--- config.mk ---
export PLATFORM = sky130hd
export DESIGN_NAME = fls_ctrl
export DESIGN_NICKNAME = d
export VERILOG_FILES = /design/src/fls_pkg.sv /design/src/fls_pin_sync.sv /design/src/fls_ctrl.sv
export SDC_FILE = /design/constraint.sdc
export NUM_CORES = 1
export LEC_CHECK = 0
export BUFFER_PORTS_ARGS = -buffer_cell sky130_fd_sc_hd__buf_2
export CAP_MARGIN = 20
export CORE_ASPECT_RATIO = 0.75
export CORE_MARGIN = 5
export CORE_UTILIZATION = 36
export DETAILED_ROUTE_END_ITERATION = 10
export MAX_ROUTING_LAYER = met4
export PLACE_DENSITY_LB_ADDON = 0.25
export SLEW_MARGIN = 15
export SYNTH_ARGS = -nofsm -noshare
export SYNTH_HDL_FRONTEND = slang
export SYNTH_SLANG_ARGS = --single-unit
--- constraint.sdc ---
create_clock -name i_mclk -period 3.7 [get_ports i_mclk]
set_clock_uncertainty 0.05 [all_clocks]
set_input_delay 0.74 -clock i_mclk [delete_from_list [all_inputs] [get_ports i_mclk]]
set_output_delay 0.74 -clock i_mclk [all_outputs]
set_load 0.05 [all_outputs]
--- src/fls_pkg.sv ---
package fls_pkg;

	localparam int ADDR_W = 22;
	localparam int DATA_W = 16;

	// Bus timing at the 40 MHz host clock
	localparam int CLK_PERIOD_NS = 25;
	localparam int T_ACC_NS      = 70;
	localparam int T_WE_PULSE_NS = 40;
	localparam logic [3:0] ACC_CYC  = 4'((T_ACC_NS + CLK_PERIOD_NS - 1) / CLK_PERIOD_NS);
	localparam logic [3:0] WE_CYC   = 4'((T_WE_PULSE_NS + CLK_PERIOD_NS - 1) / CLK_PERIOD_NS);
	localparam logic [3:0] SYNC_CYC = 4'h3;
	localparam logic [3:0] RD_CYC   = 4'(ACC_CYC + SYNC_CYC + 4'h1);

	// Command cycle addresses and codes
	localparam logic [ADDR_W-1:0] UNL_A1 = 22'h000555;
	localparam logic [ADDR_W-1:0] UNL_A2 = 22'h0002aa;
	localparam logic [DATA_W-1:0] UNL_D1 = 16'h00aa;
	localparam logic [DATA_W-1:0] UNL_D2 = 16'h0055;
	localparam logic [DATA_W-1:0] PROG_D         = 16'h00a0;
	localparam logic [DATA_W-1:0] ERASE_SETUP_D  = 16'h0080;
	localparam logic [DATA_W-1:0] SECTOR_ERASE_D = 16'h0030;
	localparam logic [DATA_W-1:0] UNLOCK1_D      = 16'h0060;
	localparam logic [DATA_W-1:0] UNLOCK2_D      = 16'h00d0;
	localparam logic [DATA_W-1:0] CFG_SET_D      = 16'h00d0;
	localparam logic [DATA_W-1:0] ID_ENTRY_D     = 16'h0090;
	localparam logic [DATA_W-1:0] ID_EXIT_D      = 16'h00f0;

	// Word offset of the lock state within a sector
	localparam logic [ADDR_W-1:0] LOCK_OFFSET = 22'h000002;

	// Data bit positions
	localparam int BIT_VOLATILE   = 0;
	localparam int BIT_PERSISTENT = 1;
	localparam int BIT_VPP_FAULT  = 3;
	localparam int BIT_FAILURE    = 5;
	localparam int BIT_TOGGLE     = 6;
	localparam int BIT_POLLING    = 7;

	localparam logic [1:0] CFG_AUTO_RETURN = 2'h0;
	localparam logic [1:0] CFG_HOLD_STATUS = 2'h1;
	localparam logic [1:0] CFG_RESET       = 2'h0;

	typedef enum logic [2:0] {
		FLS_READ,
		FLS_PROGRAM,
		FLS_ERASE_SECTOR,
		FLS_UNLOCK,
		FLS_READ_LOCK,
		FLS_SET_CFG,
		FLS_ID_EXIT
	} fls_cmd_t;

	typedef struct packed {
		fls_cmd_t            cmd;
		logic [ADDR_W-1:0]   addr;
		logic [DATA_W-1:0]   data;
	} fls_req_t;

	typedef struct packed {
		logic [ADDR_W-1:0]   addr;
		logic [DATA_W-1:0]   data;
	} fls_bus_t;

endpackage

--- src/fls_pin_sync.sv ---
`timescale 1ns/1ps
module fls_pin_sync #(
	parameter int WIDTH = 16
) (
	input  wire logic             i_mclk,  // Host clock
	input  wire logic             i_rst_b, // Sync reset, active low
	input  wire logic [WIDTH-1:0] i_pin,   // Asynchronous pin level
	output logic      [WIDTH-1:0] o_level  // Filtered level
);
	logic [WIDTH-1:0] s1;
	logic [WIDTH-1:0] s2;
	logic [WIDTH-1:0] s3;

	always_ff @(posedge i_mclk) begin
		if (!i_rst_b) begin
			s1 <= '0;
			s2 <= '0;
			s3 <= '0;
		end else begin
			s1 <= i_pin;
			s2 <= s1;
			s3 <= s2;
		end
	end

	// A bit changes only once the second and third stages agree
	genvar g;
	generate
		for (g = 0; g < WIDTH; g++) begin : g_bit
			always_ff @(posedge i_mclk) begin
				if (!i_rst_b)
					o_level[g] <= 1'b0;
				else if (s2[g] == s3[g])
					o_level[g] <= s3[g];
			end
		end
	endgenerate
endmodule // fls_pin_sync

--- src/fls_ctrl.sv ---
`timescale 1ns/1ps
// How it works
// - Configuration 01: status holds after success until identification exit.
// - After any failure status holds until identification exit is written.
// - Host writes identification exit once bit 5 reads 1 on a second toggling poll.
// - Bit 3 high means low program voltage; host then writes identification exit.
// - Host may poll anytime, combining toggle with failure and voltage bits.
module fls_ctrl
	import fls_pkg::*;
(
	input  wire logic                    i_mclk,          // 40 MHz clock
	input  wire logic                    i_rst_b,         // Sync reset, active low
	input  wire fls_pkg::fls_req_t       i_req,           // Command, address, data
	input  wire logic                    i_req_valid,     // Request strobe
	output logic                         o_req_ready,     // Ready for a request
	output logic                         o_done,          // Completion pulse
	output logic [fls_pkg::DATA_W-1:0]   o_rdata,         // Read word
	output logic [1:0]                   o_lock_state,    // Persistent, volatile
	output logic                         o_fail,          // Operation failed
	output logic                         o_vpp_fault,     // Program voltage fault
	output logic [1:0]                   o_cfg,           // Status configuration copy
	input  wire logic                    i_write_protect, // Wanted protect pin level
	input  wire logic                    i_flash_reset,   // Request device reset
	output logic                         o_ce_b,          // Chip enable, low
	output logic                         o_oe_b,          // Output enable, low
	output logic                         o_we_b,          // Write enable, low
	output logic                         o_reset_b,       // Device reset, low
	output logic                         o_wp,            // Write protect pin
	output logic [fls_pkg::ADDR_W-1:0]   o_addr,          // Address pins
	output logic [fls_pkg::DATA_W-1:0]   o_dq,            // Data pin drive value
	output logic                         o_dq_oe,         // Data pin drive enable
	input  wire logic [fls_pkg::DATA_W-1:0] i_dq          // Data pin level
);
	import fls_pkg::*;

	typedef enum logic [2:0] {ST_IDLE, ST_WR_SETUP, ST_WR_PULSE, ST_WR_HOLD,
		ST_RD, ST_GAP, ST_STEP} fls_state_t;
	typedef enum logic [2:0] {PH_CMD, PH_READ, PH_POLL, PH_EXIT} fls_phase_t;

	fls_state_t            state;
	fls_phase_t            phase;
	fls_req_t              req;
	logic [2:0]            step;
	logic [3:0]            cnt;
	logic [DATA_W-1:0]     dq_level;
	logic [DATA_W-1:0]     rd_word;
	logic [DATA_W-1:0]     prev_word;
	logic                  prev_valid;
	logic                  fault_seen;
	fls_bus_t              next_bus;

	fls_pin_sync #(.WIDTH(DATA_W)) u_dq_sync (
		.i_mclk  (i_mclk),
		.i_rst_b (i_rst_b),
		.i_pin   (i_dq),
		.o_level (dq_level)
	);

	////////////////////////////////////////////////////////////////////////////
	// Command cycle tables

	function automatic logic [2:0] seq_len(input fls_cmd_t c);
		unique case (c)
			FLS_READ:         seq_len = 3'h0;
			FLS_PROGRAM:      seq_len = 3'h4;
			FLS_ERASE_SECTOR: seq_len = 3'h6;
			FLS_UNLOCK:       seq_len = 3'h2;
			FLS_READ_LOCK:    seq_len = 3'h3;
			FLS_SET_CFG:      seq_len = 3'h4;
			FLS_ID_EXIT:      seq_len = 3'h1;
		endcase
	endfunction

	function automatic fls_bus_t seq_word(input fls_req_t r, input logic [2:0] s);
		fls_bus_t w;
		if (s[0])
			w = '{addr: UNL_A2, data: UNL_D2};
		else
			w = '{addr: UNL_A1, data: UNL_D1};
		unique case (r.cmd)
			FLS_PROGRAM: begin
				if (s == 3'h2)
					w = '{addr: UNL_A1, data: PROG_D};
				if (s == 3'h3)
					w = '{addr: r.addr, data: r.data};
			end
			FLS_ERASE_SECTOR: begin
				if (s == 3'h2)
					w = '{addr: UNL_A1, data: ERASE_SETUP_D};
				// Second unlock pair restarts at the first unlock word
				if (s == 3'h3)
					w = '{addr: UNL_A1, data: UNL_D1};
				if (s == 3'h4)
					w = '{addr: UNL_A2, data: UNL_D2};
				if (s == 3'h5)
					w = '{addr: r.addr, data: SECTOR_ERASE_D};
			end
			FLS_UNLOCK: begin
				// Refused by the device under a live persistent lock with protect low
				w = '{addr: r.addr, data: (s[0] ? UNLOCK2_D : UNLOCK1_D)};
			end
			FLS_SET_CFG: begin
				if (s == 3'h2)
					w = '{addr: UNL_A1, data: CFG_SET_D};
				if (s == 3'h3)
					w = '{addr: UNL_A1, data: {14'h0000, r.data[1:0]}};
			end
			FLS_READ_LOCK: begin
				if (s == 3'h2)
					w = '{addr: UNL_A1, data: ID_ENTRY_D};
			end
			FLS_ID_EXIT: w = '{addr: UNL_A1, data: ID_EXIT_D};
			FLS_READ:    w = '{addr: r.addr, data: '0};
		endcase
		return w;
	endfunction

	always_comb begin
		if (phase == PH_EXIT)
			next_bus = '{addr: UNL_A1, data: ID_EXIT_D};
		else
			next_bus = seq_word(req, step);
	end

	assign o_req_ready = (state == ST_IDLE);

	////////////////////////////////////////////////////////////////////////////
	// Pin levels owned by the host

	always_ff @(posedge i_mclk) begin
		if (!i_rst_b) begin
			o_reset_b <= 1'b0;
			o_wp      <= 1'b0;
		end else begin
			o_reset_b <= ~i_flash_reset;
			o_wp      <= i_write_protect;
		end
	end

	////////////////////////////////////////////////////////////////////////////
	// Bus cycle engine

	always_ff @(posedge i_mclk) begin
		if (!i_rst_b) begin
			state          <= ST_IDLE;
			cnt            <= 4'h0;
			o_ce_b         <= 1'b1;
			o_oe_b         <= 1'b1;
			o_we_b         <= 1'b1;
			o_dq_oe        <= 1'b0;
			o_addr         <= '0;
			o_dq           <= '0;
			rd_word        <= '0;
		end else begin
			unique case (state)
				ST_IDLE: begin
					if (i_req_valid) begin
						o_addr <= i_req.addr;
						if (seq_len(i_req.cmd) == 3'h0) begin
							state  <= ST_RD;
							o_ce_b <= 1'b0;
							o_oe_b <= 1'b0;
							cnt    <= RD_CYC;
						end else begin
							state <= ST_WR_SETUP;
						end
					end
				end
				ST_STEP: begin
					if (phase == PH_READ) begin
						o_addr <= req.addr + LOCK_OFFSET;
						state  <= ST_RD;
						o_ce_b <= 1'b0;
						o_oe_b <= 1'b0;
						cnt    <= RD_CYC;
					end else if (phase == PH_POLL) begin
						o_addr <= req.addr;
						state  <= ST_RD;
						o_ce_b <= 1'b0;
						o_oe_b <= 1'b0;
						cnt    <= RD_CYC;
					end else if (phase == PH_CMD && o_done) begin
						// The gap just passed judged the sequence finished
						state <= ST_IDLE;
					end else begin
						state <= ST_WR_SETUP;
					end
				end
				ST_WR_SETUP: begin
					o_addr  <= next_bus.addr;
					o_dq    <= next_bus.data;
					o_dq_oe <= 1'b1;
					o_ce_b  <= 1'b0;
					state   <= ST_WR_PULSE;
					cnt     <= WE_CYC;
				end
				ST_WR_PULSE: begin
					o_we_b <= 1'b0;
					cnt    <= cnt - 4'h1;
					if (cnt == 4'h1)
						state <= ST_WR_HOLD;
				end
				ST_WR_HOLD: begin
					o_we_b         <= 1'b1;
					state          <= ST_GAP;
				end
				ST_RD: begin
					cnt <= cnt - 4'h1;
					if (cnt == 4'h1) begin
						rd_word        <= dq_level;
						o_oe_b         <= 1'b1;
						state          <= ST_GAP;
					end
				end
				ST_GAP: begin
					o_ce_b  <= 1'b1;
					o_dq_oe <= 1'b0;
					state   <= ST_STEP;
				end
			endcase
		end
	end

	////////////////////////////////////////////////////////////////////////////
	// Sequence and status evaluation, done in the gap after each bus cycle

	always_ff @(posedge i_mclk) begin
		if (!i_rst_b) begin
			phase        <= PH_CMD;
			step         <= 3'h0;
			req          <= '0;
			o_done       <= 1'b0;
			o_rdata      <= '0;
			o_lock_state <= 2'h0;
			o_fail       <= 1'b0;
			o_vpp_fault  <= 1'b0;
			o_cfg        <= CFG_RESET;
			prev_word    <= '0;
			prev_valid   <= 1'b0;
			fault_seen   <= 1'b0;
		end else begin
			o_done <= 1'b0;
			if (state == ST_IDLE && i_req_valid) begin
				req        <= i_req;
				step       <= 3'h0;
				phase      <= (seq_len(i_req.cmd) == 3'h0) ? PH_READ : PH_CMD;
				prev_valid <= 1'b0;
				fault_seen <= 1'b0;
				if (i_req.cmd == FLS_ID_EXIT) begin
					o_fail      <= 1'b0;
					o_vpp_fault <= 1'b0;
				end
			end else if (state == ST_GAP) begin
				unique case (phase)
					PH_CMD: begin
						if (step + 3'h1 < seq_len(req.cmd)) begin
							step <= step + 3'h1;
						end else begin
							step <= 3'h0;
							unique case (req.cmd)
								FLS_PROGRAM, FLS_ERASE_SECTOR: phase <= PH_POLL;
								FLS_READ_LOCK: phase <= PH_READ;
								FLS_SET_CFG: begin
									// Only this sequence moves the copy; device reset does not
									o_cfg  <= req.data[1:0];
									o_done <= 1'b1;
								end
								default: o_done <= 1'b1;
							endcase
						end
					end
					PH_READ: begin
						if (req.cmd == FLS_READ_LOCK) begin
							o_lock_state <= {rd_word[BIT_PERSISTENT],
								rd_word[BIT_VOLATILE]};
							phase <= PH_EXIT;
						end else begin
							o_rdata <= rd_word;
							phase   <= PH_CMD;
							o_done  <= 1'b1;
						end
					end
					PH_POLL: begin
						prev_word  <= rd_word;
						prev_valid <= 1'b1;
						if (prev_valid) begin
							// Bit 6 toggles while busy; 5 and 3 judge the outcome
							if (rd_word[BIT_TOGGLE] != prev_word[BIT_TOGGLE]) begin
								if (rd_word[BIT_FAILURE] | rd_word[BIT_VPP_FAULT]) begin
									if (fault_seen) begin
										o_fail      <= rd_word[BIT_FAILURE];
										o_vpp_fault <= rd_word[BIT_VPP_FAULT];
										phase       <= PH_EXIT;
									end
									fault_seen <= 1'b1;
									prev_valid <= 1'b0;
								end
							end else if (o_cfg == CFG_HOLD_STATUS) begin
								// Status held: bit 7 high marks completion
								o_fail      <= rd_word[BIT_FAILURE] | ~rd_word[BIT_POLLING];
								o_vpp_fault <= rd_word[BIT_VPP_FAULT];
								phase       <= PH_EXIT;
							end else begin
								o_rdata <= rd_word;
								phase   <= PH_CMD;
								o_done  <= 1'b1;
							end
						end
					end
					PH_EXIT: begin
						phase  <= PH_CMD;
						o_done <= 1'b1;
					end
				endcase
			end
		end
	end
endmodule // fls_ctrl

==> flow_summary.json <==
{
  "rsz0062_at_grt": "false",
  "vias_per_cell": 5.14,
  "worst-path-max-fanout": 19,
  "reg2reg_depth": 7,
  "clkPwrFrac": 0.315,
  "place_hpwl_mm": 17.6,
  "clk_pin_slew_worst_paths_ns": 0.06,
  "endpoint_kind": "register",
  "vdd_drop_max_mv": 0.297,
  "cts_setup_buffers": 0,
  "cp.required_ns": 4.05,
  "htreeDepth": 1,
  "ys_types": 67,
  "hold_path_depth": 2,
  "powerDensity_mw_per_mm2": 697,
  "min_path_type": "in2reg",
  "setup-tns-final_ns": 0,
  "drcViolationCount": 0,
  "cp_top_family": "compound AO/OA/AOI/OAI gates",
  "final_hold_viol_count": 0,
  "ctsHoldBuffers": 0,
  "yosys_warnings": 0,
  "cellLeakagePower_nw": 4.23,
  "synth_flop_cell": "dfxtp_1",
  "ant_nets": 0,
  "cp.depth": 7,
  "fin_nets": 1237,
  "critPathSlowestCell": "a211oi_1",
  "die_y_um": 147,
  "grt_pass1_wl_mm": 40.1,
  "stdcell_area_mm2": 0.0107,
  "placedInstanceArea_mm2": 0.00994,
  "syn_inst": 1066,
  "io_pins": 130,
  "slowest_delay_ns": 0.67,
  "synth_top_area_cell": "dfxtp_1",
  "final_util": 0.430,
  "grt_start_max_net_pins": 112,
  "switching_share": 0.385,
  "grt_overflow_total": 0,
  "fp.coreArea_mm2": 0.0249,
  "clk_latency_ns": 0.50,
  "area_growth_syn_to_layout_pct": 18.2,
  "finalPower_w": 0.00747,
  "clock.fmax_mhz": 345,
  "seq_area_frac_synth": 0.449,
  "synth_edf_count": 0,
  "cts_resized": 0,
  "path_cells": "ha_1, ha_1, nand2b_1, o21ai_0, a211oi_1, a21oi_1, o221a_2",
  "cts_buffers": 23,
  "seq_power_share": 0.373,
  "yosys_register_bits": 203,
  "run_status": "completed",
  "p_int_w": 0.00459,
  "netlist_top_cells_area": "dfxtp_1, nand2_1, a21boi_0, o21ai_0, and2_1",
  "critPathBufInv": 0,
  "drv_slew": 0,
  "critPathKind": "reg2reg",
  "arrival_ns": 3.25,
  "grt_usage": 0.177,
  "start_util": 0.364,
  "tightest_slew_ns": 1.02,
  "globalplace.congestion": 0.909,
  "num_antenna_cells": 0,
  "power.switching_w": 0.00287,
  "n_fill_cell": 2555,
  "setup_slack_ns": 0.798,
  "period_needed_ns": 2.90,
  "dr.pass1.iters": 5,
  "pwr-share-comb": 0.312,
  "routedWlPerCell_um": 16.6,
  "max_cap_viol_count": 0,
  "min_period_over_period": 0.784,
  "row_count": 50,
  "slew_headroom": 0.321,
  "die-area_mm2": 0.0285,
  "clock_sinks": 203,
  "vias": 7763,
  "synth_top_area_frac": 0.449,
  "drive_gt1_frac": 0.163,
  "place_ws_ns": 0.853,
  "startpoint_type": "register",
  "antenna_found_initial": 0,
  "crit_top_cell": "ha_1",
  "cts_root_buf": "clkbuf_16",
  "finalWirelength_mm": 25.1,
  "dr.first_iter.drc_count": 571,
  "clockBufferDepth": 3,
  "async_reset_ff_frac": 0,
  "portBuffers": 129,
  "synth.net_count": 1144,
  "cts_tree": "done",
  "setup_viol": 0,
  "grt_pass1_vias": 7189,
  "die_x_um": 193,
  "syn_avg_cell_area_um2": 8.50,
  "synth_area_mm2": 0.00906
}
power by group through the flow:
stage	clock network [W]	logic, W	registers (W)
final	0.00235	0.00233	0.00278
after global routing	0.00250	0.00255	0.00283
after CTS	0.00241	0.00234	0.00278
after detailed placement	0	0.00233	0.00282
after global placement	0	0.00232	0.00282
after floorplan	0	0.00130	0.00317
final cells by class:
| class | instances | area, um^2 | area share |
|---|---|---|---|
| Timing Repair Buffer | 143 | 766 | 0.0715 |
| Inverter | 32 | 120 | 0.0112 |
| Tap cell | 338 | 423 | 0.0395 |
| Sequential cell | 203 | 4060 | 0.379 |
| Clock inverter | 11 | 171 | 0.0160 |
| Multi-Input combinational cell | 756 | 4560 | 0.426 |
| Clock buffer | 27 | 601 | 0.0561 |
worst register-to-register path: cells and delay by family (launching register included):
family	cells	cell delay (ns)
flops	1	0.54
fa+ha+maj	2	0.77
simple gates	1	0.23
compound gates	4	1.21
per-layer routing:
metal,vias up,global-route usage,part of all wire
met5,-,-,0
met4,0,0.0326,0.016
met3,37,0.0387,0.068
met2,245,0.240,0.40
met1,3588,0.270,0.51
li1,3893,-,-
stage by stage:
| step | hold slack (ns) | instances |
|---|---|---|
| after floorplan | 0.362 | 1066 |
| after global placement | 0.365 | 1472 |
| after detailed placement | 0.370 | 1472 |
| after CTS | 0.325 | 1510 |
| after global routing | 0.332 | 1510 |
| final | 0.347 | 1510 |
cell usage after synthesis, types with 11 or more instances:
master and n:
a21boi_0 82, a31oi_1 18, nand2b_1 11, and2_1 52, inv_1 32, buf_2 17, a21oi_1 57, ha_1 15
dfxtp_1 203, o21ai_0 89, nand3_1 16, nor2b_1 35, nor2_1 28, mux2i_1 25, clkbuf_1 54, nand2_1 179
kinds of logic after synthesis:
| family | share of synthesized area |
|---|---|
| flops | 0.449 |
| fa+ha+maj | 0.0229 |
| compound gates | 0.233 |
| buf+inv | 0.0476 |
| xor+xnor | 0.0106 |
| simple gates | 0.209 |
| mux | 0.0276 |
registers in the layout (all words and copies together), names as in the netlist, 3 cells and up:
| signal | count |
|---|---|
| o_addr | 22 |
| u_dq_sync.s1 | 16 |
| u_dq_sync.s2 | 16 |
| rd_word | 16 |
| o_dq | 16 |
| u_dq_sync.s3 | 16 |
| o_rdata | 16 |
| cnt | 4 |
| state | 3 |
| step | 3 |
| req | 41 |
| u_dq_sync.o_level | 16 |
path summary, 6_finish.rpt:
path                                      start              end  slack, ns
worst max-delay path                    step[0]        o_addr[4]       0.80
worst min-delay path              i_flash_reset        o_reset_b       0.35
worst max register to register          step[0]        o_addr[4]       0.80
worst min register to register  u_dq_sync.s1[3]  u_dq_sync.s2[3]       0.38
cell usage in the layout (no fill, tap or decap), drive strengths merged, types with 8 or more instances in the layout:
cell type	netlist	final
nor2b	35	35
buf	20	143
nor2	29	29
o21ai	89	89
a21oi	57	57
nand4	9	9
nand2b	11	11
o211ai	10	10
clkbuf	55	27
nand2	179	179
a21boi	82	82
nand3	16	16
inv	32	33
a211oi	9	9
a31oi	18	18
and2	52	52
a22oi	10	10
mux2i	25	25
xnor2	8	8
dfxtp	203	203
ha	15	15
(Power assumes the default switching activity.)
